## config.mk

```make
export PLATFORM = sky130hd
export DESIGN_NAME = dofm_monitor
export DESIGN_NICKNAME = d
export VERILOG_FILES = /design/src/rtl/dofm_cmp_if_dummy_placeholder_removed.sv /design/src/shared/dofm_pkg.sv /design/src/shared/dofm_cmp_if.sv /design/src/rtl/dofm_monitor.sv /design/src/rtl/dofm_freq_cmp.sv
export VERILOG_INCLUDE_DIRS = /design/src /design/src/shared
export SDC_FILE = /design/constraint.sdc
export NUM_CORES = 1
export LEC_CHECK = 0
export BUFFER_PORTS_ARGS = -buffer_cell sky130_fd_sc_hd__buf_2
export CAP_MARGIN = 10
export CORE_MARGIN = 2
export CORE_UTILIZATION = 48
export DETAILED_ROUTE_END_ITERATION = 16
export HOLD_SLACK_MARGIN = 0.03
export PLACE_DENSITY = 0.67
export SYNTH_ARGS = -nofsm -noshare
export SYNTH_HDL_FRONTEND = slang
export SYNTH_SLANG_ARGS = --single-unit
```

## constraint.sdc

```tcl
create_clock -name clk -period 2.95 [get_ports clk]
set_input_delay 0.7375 -clock clk [delete_from_list [all_inputs] [get_ports clk]]
set_output_delay 0.7375 -clock clk [all_outputs]
set_load 0.02 [all_outputs]
```

## src/shared/dofm_defs.svh

```systemverilog
// Constants for the dual oscillator frequency monitor
`ifndef DOFM_DEFS_SVH
`define DOFM_DEFS_SVH

// Window length in safety clock cycles
`define DOFM_WINDOW_LEN 10'h100
`define DOFM_WINDOW_LAST 10'h0ff
`define DOFM_CNT_W 10
// Nominal count: interface oscillator at one quarter of the safety clock
`define DOFM_NOM_COUNT 10'h040
// Ratio limits around the nominal count, about 1.25 and 1/1.25
`define DOFM_UPPER_LIMIT 10'h050
`define DOFM_LOWER_LIMIT 10'h033
`define DOFM_CNT_ZERO 10'h000
`define DOFM_CNT_ONE 10'h001

// Response mode codes
`define DOFM_MODE_W 3
`define DOFM_MODE_OFF 3'h0
`define DOFM_MODE_DIAG 3'h1
`define DOFM_MODE_DRV_RLY 3'h2
`define DOFM_MODE_DRV 3'h3
`define DOFM_MODE_ALL 3'h4
`define DOFM_MODE_ALL_HOLD 3'h5
`define DOFM_MODE_RESET 3'h0

`endif

```

## src/rtl/dofm_cmp_if_dummy_placeholder_removed.sv

```systemverilog
// Intentionally empty design unit holder
`default_nettype none
`default_nettype wire

```

## src/shared/dofm_pkg.sv

```systemverilog
// Types for the dual oscillator frequency monitor
`include "dofm_defs.svh"
`default_nettype none
package dofm_pkg;

  typedef enum logic [1:0] {
    CMP_COUNT = 2'b01,
    CMP_EVAL = 2'b10
  } dofm_cmp_phase_type;

  typedef struct packed {
    dofm_cmp_phase_type phase;
    logic [`DOFM_CNT_W-1:0] winCnt;
    logic [`DOFM_CNT_W-1:0] edgeCnt;
    logic oscPrev;
    logic done;
    logic tooFast;
    logic tooSlow;
  } dofm_cmp_state_type;

  typedef struct packed {
    logic [`DOFM_MODE_W-1:0] pendingMode;
    logic [`DOFM_MODE_W-1:0] activeMode;
    logic outOfBand;
    logic overFreq;
    logic underFreq;
    logic diagFaultN;
    logic preDriverEn;
    logic relayEn;
    logic chargePumpEn;
    logic modePending;
  } dofm_state_type;

endpackage
`default_nettype wire

```

## src/shared/dofm_cmp_if.sv

```systemverilog
// Interface between the monitor core and its window comparator
`default_nettype none
interface dofm_cmp_if;
  logic oscIn;
  logic bistActive;
  logic done;
  logic tooFast;
  logic tooSlow;

  modport core (
    output oscIn,
    output bistActive,
    input done,
    input tooFast,
    input tooSlow
  );

  modport cmp (
    input oscIn,
    input bistActive,
    output done,
    output tooFast,
    output tooSlow
  );
endinterface
`default_nettype wire

```

## src/rtl/dofm_monitor.sv

```systemverilog
// Dual oscillator frequency monitor with selectable fault response
// Function
// Two oscillators cross-check each other's frequency continuously.
// Interface clock too fast sets over flag; too slow sets under flag.
// Comparison runs always except during self-test; no error then.
// Three-bit response mode with six legal values picks the reaction.
// Mode writes during an error are stored, applied after error ends and flags clear.
// Mode 000 is default: detection off, diag high, everything keeps running.
// Non-zero mode: any flag pulls diag low and holds it; 001 only reports.
// Controller clears flags serially; device then returns diag high.
// Clear accepted only if the latest comparison was within band.
// Mode 010 out of range: pre-drivers and relays low, pump runs.
// Mode 011 out of range: only pre-drivers low.
// Mode 100 out of range: pre-drivers, relays low and pump stopped.
// Mode 101: all off while any flag is set, even after recovery.
// Count one oscillator over a window of the other, compare with limits.
`include "dofm_defs.svh"
`default_nettype none
module dofm_monitor (
  input wire logic clk,
  input wire logic resetn,
  input wire logic interfaceOscIn,
  input wire logic bistActive,
  input wire logic modeWrite,
  input wire logic [`DOFM_MODE_W-1:0] modeWriteData,
  input wire logic flagClear,
  output logic overFrequencyFlag,
  output logic underFrequencyFlag,
  output logic diagFaultN,
  output logic preDriverEn,
  output logic relayEn,
  output logic chargePumpEn,
  output logic [`DOFM_MODE_W-1:0] freqErrorResponseMode,
  output logic modePending,
  output logic outOfBand
);

  dofm_cmp_if cmpBus ();

  dofm_pkg::dofm_state_type st_r;
  dofm_pkg::dofm_state_type st_nxt;

  logic anyFlag;
  logic fault;
  logic cutDrv;
  logic cutRly;
  logic cutPump;
  logic clearOk;
  logic setOver;
  logic setUnder;
  logic newOutOfBand;

  function automatic logic modeLegal(input logic [`DOFM_MODE_W-1:0] m);
    modeLegal = (m <= `DOFM_MODE_ALL_HOLD);
  endfunction

  function automatic logic modeIs(input logic [`DOFM_MODE_W-1:0] m,
                                  input logic [`DOFM_MODE_W-1:0] code);
    modeIs = (m == code);
  endfunction

  assign cmpBus.oscIn = interfaceOscIn;
  assign cmpBus.bistActive = bistActive;

  dofm_freq_cmp u_cmp (
    .clk(clk),
    .resetn(resetn),
    .cmpBus(cmpBus)
  );

  always_comb begin
    st_nxt = st_r;
    anyFlag = 1'b0;
    fault = 1'b0;
    cutDrv = 1'b0;
    cutRly = 1'b0;
    cutPump = 1'b0;
    clearOk = 1'b0;
    setOver = 1'b0;
    setUnder = 1'b0;
    newOutOfBand = st_r.outOfBand;

    // Latest comparison result, held between windows
    if (cmpBus.done) begin
      newOutOfBand = cmpBus.tooFast | cmpBus.tooSlow;
    end
    // No error is raised while self-test runs
    if (bistActive) begin
      newOutOfBand = 1'b0;
    end
    st_nxt.outOfBand = newOutOfBand;

    // Mode 000 disables detection, so nothing sets the flags
    if (!modeIs(st_r.activeMode, `DOFM_MODE_OFF) && !bistActive) begin
      setOver = cmpBus.done & cmpBus.tooFast;
      setUnder = cmpBus.done & cmpBus.tooSlow;
    end

    // Clear is refused while the latest window is out of band
    clearOk = flagClear & ~newOutOfBand;
    // Set wins over a clear landing in the same cycle
    if (clearOk) begin
      st_nxt.overFreq = 1'b0;
      st_nxt.underFreq = 1'b0;
    end
    if (setOver) begin
      st_nxt.overFreq = 1'b1;
    end
    if (setUnder) begin
      st_nxt.underFreq = 1'b1;
    end

    // Only the six legal codes are stored; others are dropped
    if (modeWrite && modeLegal(modeWriteData)) begin
      st_nxt.pendingMode = modeWriteData;
    end
    // Applied once the error is over and both flags are clear
    if (!newOutOfBand && !st_nxt.overFreq && !st_nxt.underFreq) begin
      st_nxt.activeMode = st_nxt.pendingMode;
    end
    st_nxt.modePending = (st_nxt.pendingMode != st_nxt.activeMode);

    anyFlag = st_nxt.overFreq | st_nxt.underFreq;
    // Response uses the mode in force, not a write still waiting
    fault = newOutOfBand & ~modeIs(st_r.activeMode, `DOFM_MODE_OFF);

    case (st_r.activeMode)
      `DOFM_MODE_DRV_RLY: begin
        cutDrv = fault;
        cutRly = fault;
      end
      `DOFM_MODE_DRV: begin
        cutDrv = fault;
      end
      `DOFM_MODE_ALL: begin
        cutDrv = fault;
        cutRly = fault;
        cutPump = fault;
      end
      `DOFM_MODE_ALL_HOLD: begin
        // Latched off until software clears, trading uptime for safety
        cutDrv = anyFlag | fault;
        cutRly = anyFlag | fault;
        cutPump = anyFlag | fault;
      end
      default: begin
        // Modes 000 and 001 leave the drivers alone
        cutDrv = 1'b0;
      end
    endcase

    // Diag low while any flag is set, high again after clear
    st_nxt.diagFaultN = ~anyFlag;
    st_nxt.preDriverEn = ~cutDrv;
    st_nxt.relayEn = ~cutRly;
    st_nxt.chargePumpEn = ~cutPump;
  end

  always_ff @(posedge clk or negedge resetn) begin
    if (!resetn) begin
      st_r <= '{pendingMode: `DOFM_MODE_RESET, activeMode: `DOFM_MODE_RESET,
                outOfBand: 1'b0, overFreq: 1'b0, underFreq: 1'b0,
                diagFaultN: 1'b1, preDriverEn: 1'b1, relayEn: 1'b1,
                chargePumpEn: 1'b1, modePending: 1'b0};
    end else begin
      st_r <= st_nxt;
    end
  end

  assign overFrequencyFlag = st_r.overFreq;
  assign underFrequencyFlag = st_r.underFreq;
  assign diagFaultN = st_r.diagFaultN;
  assign preDriverEn = st_r.preDriverEn;
  assign relayEn = st_r.relayEn;
  assign chargePumpEn = st_r.chargePumpEn;
  assign freqErrorResponseMode = st_r.activeMode;
  assign modePending = st_r.modePending;
  assign outOfBand = st_r.outOfBand;

endmodule
`default_nettype wire

```

## src/rtl/dofm_freq_cmp.sv

```systemverilog
// Window comparator counting interface oscillator edges on the safety clock
`include "dofm_defs.svh"
`default_nettype none
module dofm_freq_cmp (
  input wire logic clk,
  input wire logic resetn,
  dofm_cmp_if.cmp cmpBus
);

  dofm_pkg::dofm_cmp_state_type st_r;
  dofm_pkg::dofm_cmp_state_type st_nxt;

  logic oscRise;

  assign oscRise = cmpBus.oscIn & ~st_r.oscPrev;

  always_comb begin
    st_nxt = st_r;
    st_nxt.oscPrev = cmpBus.oscIn;
    st_nxt.done = 1'b0;
    case (st_r.phase)
      dofm_pkg::CMP_COUNT: begin
        // Edges counted over a fixed window of safety clock cycles
        if (oscRise) begin
          st_nxt.edgeCnt = st_r.edgeCnt + `DOFM_CNT_ONE;
        end
        st_nxt.winCnt = st_r.winCnt + `DOFM_CNT_ONE;
        if (st_r.winCnt == `DOFM_WINDOW_LAST) begin
          st_nxt.phase = dofm_pkg::CMP_EVAL;
        end
      end
      dofm_pkg::CMP_EVAL: begin
        // Fast interface side also means a slow safety side, so one window
        // serves both directions of the cross check
        st_nxt.tooFast = st_r.edgeCnt >= `DOFM_UPPER_LIMIT;
        st_nxt.tooSlow = st_r.edgeCnt <= `DOFM_LOWER_LIMIT;
        st_nxt.done = 1'b1;
        st_nxt.edgeCnt = `DOFM_CNT_ZERO;
        st_nxt.winCnt = `DOFM_CNT_ZERO;
        st_nxt.phase = dofm_pkg::CMP_COUNT;
      end
      default: begin
        st_nxt.phase = dofm_pkg::CMP_COUNT;
        st_nxt.winCnt = `DOFM_CNT_ZERO;
        st_nxt.edgeCnt = `DOFM_CNT_ZERO;
      end
    endcase
    // Self-test restarts the window so no stale count is judged
    if (cmpBus.bistActive) begin
      st_nxt.phase = dofm_pkg::CMP_COUNT;
      st_nxt.winCnt = `DOFM_CNT_ZERO;
      st_nxt.edgeCnt = `DOFM_CNT_ZERO;
      st_nxt.done = 1'b0;
      st_nxt.tooFast = 1'b0;
      st_nxt.tooSlow = 1'b0;
    end
  end

  always_ff @(posedge clk or negedge resetn) begin
    if (!resetn) begin
      st_r <= '{phase: dofm_pkg::CMP_COUNT, default: '0};
    end else begin
      st_r <= st_nxt;
    end
  end

  assign cmpBus.done = st_r.done;
  assign cmpBus.tooFast = st_r.tooFast;
  assign cmpBus.tooSlow = st_r.tooSlow;

endmodule
`default_nettype wire

```

# After elaboration in Yosys (flattened, before gate mapping)

Index checks and enable logic that the tools add are counted.
W data, S select, Z words.

Add/sub/neg operators: 2
$mul: 0
Div/mod/pow operators: 0
Magnitude comparators: 3
Equal/unequal tests: 10
Shift operators: 0
Muxes and demuxes: 18
Bitwise operators: 15
Reduce and logical (&&, ||, !) cells: 13

Operator list:

| cell                    | number |
|---|---|
| $mux W22                | 2 |
| $add A10 B1 Y10 const B | 2 |
| $mux W3                 | 4 |
| $eq A10 B8 Y1 const B   | 1 |
| $ge A10 B7 Y1 const B   | 1 |
| $le A10 B6 Y1 const B   | 1 |
| $mux W10                | 1 |
| $not A1 Y1              | 7 |
| $eq A3 B2 Y1 const B    | 2 |
| $eq A3 B3 Y1 const B    | 2 |
| $mux W1                 | 6 |
| $ne A3 B2 Y1 const B    | 2 |
| $pmux W1 S2             | 3 |
| $and A1 B1 Y1           | 5 |
| $logic_not A1 Y1        | 5 |
| $logic_and A1 B1 Y1     | 4 |
| $mux W2                 | 2 |
| $le A3 B3 Y1 const B    | 1 |
| $logic_not A3 Y1        | 1 |
| $ne A3 B3 Y1            | 1 |
| $or A1 B1 Y1            | 3 |
| $reduce_or A3 Y1        | 1 |
| $eq A2 B1 Y1 const B    | 1 |
| $eq A2 B2 Y1 const B    | 1 |
| other kinds (2)         | 2 |

Bits in registers: 40
Bits in latches: 0
RAM bits: 0
Bits in read-only memories: 0
Output and inout port bits: 11
Word-level logic and storage cells: 78
Memories kept: 0

# Longest topological paths before layout

Word-level depth: 12
Gate-level depth with buffers: 5
Depth with buffers taken out: 5

# Modules after synthesis

Synthesis repeated with hierarchy kept, for this count alone.

Cells, all modules: 176
Area total of the unflattened synthesis: 1,909.3 um2

Modules (own cells, without submodules):

| module        | times used | cells an instance | area an instance (um2) | sequential area each (um2) |
|---|---|---|---|---|
| dofm_freq_cmp | 1          | 122               | 1,248.7                | 651.9 |
| dofm_monitor  | 1          | 54                | 660.6                  | 355.3 |

# Worst setup path after synthesis

Ideal clock, no wire load.

Path type: input port to flip-flop
From: in modeWrite
To: reg st_r, in the netlist modePending
Setup time: 0.124 ns
Arrival: 1.747 ns
Required time: 2.826 ns
Setup slack: 1.079 ns
Cell stages on the path: 4
Cells stage by stage: a21bo_4 -> mux2i_1 -> a2111o_1 -> o31a_1

RTL lines:

| what                 | line                | source |
|---|---|---|
| from (decl)          | dofm_monitor.sv:24  | `input wire logic modeWrite,` |
| to (signal assigned) | dofm_monitor.sv:161 | `` st_r <= '{pendingMode: `DOFM_MODE_RESET, activeMode: `DOFM_MODE_RESET, `` |
| to (signal assigned) | dofm_monitor.sv:166 | `st_r <= st_nxt;` |
| to (decl)            | dofm_monitor.sv:40  | `dofm_pkg::dofm_state_type st_r;` |

# Worst setup path after layout

From: in bistActive
To: reg u_cmp.st_r[24] (netlist bit)

Cells in the longest elaborated chain, start to end: 1
Elaborated cells on any way between the ends: 2
Those cells by class: 1 x eq/ne; 1 x mux

Ends and longest elaborated chain:

| what                                                      | line                | source |
|---|---|---|
| from (decl)                                               | dofm_monitor.sv:23  | `input wire logic bistActive,` |
| $ne A3 B2 Y1 (no line) / $mux W22 (equally long branches) | -                   |  |
| to (signal assigned)                                      | dofm_freq_cmp.sv:63 | `st_r <= st_nxt;` |
| to (decl)                                                 | dofm_freq_cmp.sv:10 | `dofm_pkg::dofm_cmp_state_type st_r;` |

Several ways; a longest one is shown, not always the timed one.
A chain may end at the register's enable or synchronous reset.

==> impl_metrics.tcl <==
set metrics [dict create \
    cts_setup_buffers 0 \
    vertical_die_dimension_um 65.7 \
    cts_root_buf "sky130_fd_sc_hd__clkbuf_8" \
    synth_fp_nets 182 \
    power.share.clock_pct 35.3 \
    skew_ns 0.00314 \
    cell_pwr_density_mw_per_mm2 503 \
    ys_types 39 \
    total_clock_buffers_created_by_cts 5 \
    vias_in_the_first_global_route 1286 \
    area_growth_pct 11.6 \
    place.port_buffers 19 \
    drcViolationCount 0 \
    wl_mm 3.12 \
    ctsResizeCount 0 \
    drv_slew 0 \
    critPathLaunchType "input port" \
    final.min_clock_period_ns 1.77 \
    placement.cell_area_mm2 0.00195 \
    h_tree_depth 2 \
    timing.critical_path.to_type "flop" \
    slew_headroom_pct 43.7 \
    yosysSeqAreaShare_pct 55.1 \
    final_layout_size_suffix_gt1_share_pct 18.3 \
    dieWidth_um 65.7 \
    clockBufferDepth 2 \
    worst-path-max-fanout 21 \
    dr.pass1.iters 4 \
    highest_ir_drop_seen_on_vdd_mv 0.245 \
    placement.setup.worst_slack_ns 0.867 \
    critPathKind "input port to flop" \
    clock_latency_ns 0.29 \
    topRoutingLayerUsed "met4" \
    largest_net_degree_at_the_start_of_global_routing 41 \
    finish.cell_count_without_fillers 239 \
    wl_met3_um 141 \
    rsz0062_at_grt "no" \
    hold_viol_final 0 \
    grt_overflow 0 \
    n_antenna_cell 0 \
    clock-sinks 40 \
    synth_seq_cells 40 \
    ctsHoldBuffers 0 \
    overall_die_area_mm2 0.00432 \
    finish.instance_area_mm2 0.00204 \
    hp-class "flop to flop" \
    netSwitchingPower_w 0.000236 \
    count_of_flip_flops_with_a_built_in_enable_after_synthesis 0 \
    groute.usage.overall_pct 16.7 \
    clkSlewWorstSetupHoldPaths_ns 0.07 \
    finalSetupTns_ns 0 \
    num_rows 22 \
    final_core_util_pct 55.7 \
    timing_worst_slew_pin_value_ns 0.844 \
    prevailing_post_synth_register_cell "sky130_fd_sc_hd__dfrtp_1" \
    timing.critical_path.arrival_ns 1.98 \
    power.switching_fraction_pct 23.0 \
    final.setup.worst_slack_ns 1.18 \
    nFillCells 328 \
    maxCapViolations 0 \
    antenna_found_initial 0 \
    detailroute.wirelength.met2_mm 1.57 \
    synth_async_sr_flop_share_pct 100 \
    power_report.internal_total_w 0.000788 \
    grt_first_pass_wirelength_mm 5.38 \
    synth.cell_area_mm2 0.00183 \
    viasPerCell 5.33 \
    finalSetupViolCount 0 \
    dpl.cell_count 231 \
    critPathRequiredTime_ns 3.16 \
    fmax_mhz 566 \
    floorplan.io_pins 20 \
    avgRoutedWirePerCell_um 13.0 \
    num_vias 1275 \
    start_util_pct 49.9 \
    power.leakage_nw 0.929 \
    pwr-share-seq_pct 56.8 \
    core_region_area_mm2 0.00366 \
    detailedPlacementHpwl_mm 2.23 \
    run_status "finished, final reports clean" \
    routedLengthMet1_mm 1.38 \
    drtIter0Drc 64 \
    final_min_period_over_clock_period_pct 59.9 \
    post_synth_inst_count 170 \
    ys_warn_count 0 \
    tritoncts "built" \
    final_net_count 202 \
    p_comb_share_pct 7.8 \
    drtAntennaViolNets 0 \
    synth.avg_cell_area_um2 10.7 \
    routabilityCongestion 0.832 \
]
cells in the final DEF (no fill, tap or decap), types with 3 or more instances in the layout:
cell and instances:
sky130_fd_sc_hd__a21oi_1 3, sky130_fd_sc_hd__and2b_1 3, sky130_fd_sc_hd__and4_1 3, sky130_fd_sc_hd__buf_2 19, sky130_fd_sc_hd__clkbuf_8 6, sky130_fd_sc_hd__dfrtp_1 35
sky130_fd_sc_hd__dfstp_2 5, sky130_fd_sc_hd__ha_1 3, sky130_fd_sc_hd__inv_1 8, sky130_fd_sc_hd__mux2_2 3, sky130_fd_sc_hd__nand2_1 5, sky130_fd_sc_hd__nand3_1 7
sky130_fd_sc_hd__nand4_1 4, sky130_fd_sc_hd__nor2_1 30, sky130_fd_sc_hd__nor2b_1 4, sky130_fd_sc_hd__nor3b_1 5, sky130_fd_sc_hd__o21ai_0 5, sky130_fd_sc_hd__xnor2_1 3
sky130_fd_sc_hd__xor2_1 13
flip-flops by register name, indices dropped and copies added (netlist names):
name and count:
outOfBand 1, underFrequencyFlag 1, u_cmp.cmpBus.done 1, freqErrorResponseMode 3, u_cmp.st_r 23, u_cmp.cmpBus.tooSlow 1
relayEn 1, preDriverEn 1, st_r 3, overFrequencyFlag 1, modePending 1, diagFaultN 1
u_cmp.cmpBus.tooFast 1, chargePumpEn 1
cells by family (layout without fill, tap and decap cells):
family                   Yosys count  count (layout)  share of synthesized area (%)
AND/OR/NAND/NOR                   74              74                           21.4
flip-flops                        40              40                           55.1
AO/OA/AOI/OAI                     19              19                           7.88
XOR/XNOR                          16              16                           7.67
buffers and inverters             14              35                           3.49
multiplexers                       4               4                           2.40
adder cells (fa/ha/maj)            3               3                           2.06
final cells by class:
class                      instances  area (µm²)  area share, %
inverter                           8        30.0           1.47
timing repair buffer              19        95.1           4.67
clock buffer                       8        90.1           4.42
sequential                        40        1010           49.4
tap                               48        60.1           2.95
multi-input combinational        116         756           37.1
worst paths after layout:
kind / startpoint / end / slack, ns / cells past startpoint
max: bistActive / u_cmp.st_r[24] / 1.18 / 4
min: u_cmp.st_r[14] / u_cmp.st_r[14] / 0.48 / 1
max reg2reg: u_cmp.st_r[24] / u_cmp.st_r[24] / 1.25 / 3
min reg2reg: u_cmp.st_r[14] / u_cmp.st_r[14] / 0.48 / 1
max in group asynchronous: resetn / u_cmp.st_r[20] / 1.87 / 1
min in group asynchronous: resetn / freqErrorResponseMode[0] / 0.55 / 1
cell usage after synthesis, types with 2 or more instances:
library cell	number	area share [%]
sky130_fd_sc_hd__dfstp_2	5	7.2
sky130_fd_sc_hd__and4_1	3	1.4
sky130_fd_sc_hd__o21ai_0	5	1.4
sky130_fd_sc_hd__nor2_1	30	6.2
sky130_fd_sc_hd__nor3_1	2	0.55
sky130_fd_sc_hd__xor2_1	13	6.2
sky130_fd_sc_hd__a21oi_1	3	0.82
sky130_fd_sc_hd__xnor2_1	3	1.4
sky130_fd_sc_hd__buf_4	3	1.2
sky130_fd_sc_hd__mux2_2	3	1.8
sky130_fd_sc_hd__and2_1	2	0.68
sky130_fd_sc_hd__a22o_1	2	0.96
sky130_fd_sc_hd__clkbuf_1	3	0.62
sky130_fd_sc_hd__nand4_1	4	1.4
sky130_fd_sc_hd__ha_1	3	2.1
sky130_fd_sc_hd__nor3b_1	5	2.1
sky130_fd_sc_hd__nand3b_1	2	0.82
sky130_fd_sc_hd__nor4_1	2	0.68
sky130_fd_sc_hd__dfrtp_1	35	48
sky130_fd_sc_hd__nor2b_1	4	1.4
sky130_fd_sc_hd__inv_1	8	1.6
sky130_fd_sc_hd__nand2_1	5	1.0
sky130_fd_sc_hd__nand3_1	7	1.9
sky130_fd_sc_hd__and2b_1	3	1.2
critical path, cell delays in order:
cell and delay (ns):
sky130_fd_sc_hd__buf_2 0.13, sky130_fd_sc_hd__or3b_2 0.66, sky130_fd_sc_hd__nor4_1 0.37, sky130_fd_sc_hd__inv_1 0.08
metal layers:
metal | GRT usage [%] | up-vias
met5 | 0 | -
met1 | 19.8 | 628
met2 | 28.0 | 26
met4 | 8.33 | 0
li1 | - | 617
met3 | 4.11 | 4
power by group through the flow:
| stage | Clock, W | Combinational (W) | Sequential, W |
|---|---|---|---|
| 2_1_floorplan | 0 | 0.0000583 | 0.000587 |
| 3_3_place_gp | 0 | 0.0000783 | 0.000591 |
| 3_5_place_dp | 0 | 0.0000813 | 0.000592 |
| 4_1_cts | 0.000375 | 0.0000819 | 0.000582 |
| 5_1_grt | 0.000397 | 0.0000915 | 0.000585 |
| 6_report | 0.000362 | 0.0000803 | 0.000582 |
per-stage QoR:
step | power [W] | hold WS, ns
2_1_floorplan | 0.000646 | 0.440
3_3_place_gp | 0.000669 | 0.463
3_5_place_dp | 0.000673 | 0.471
4_1_cts | 0.00104 | 0.480
5_1_grt | 0.00107 | 0.505
6_report | 0.00102 | 0.478
Power figures use the tool's default switching activity.
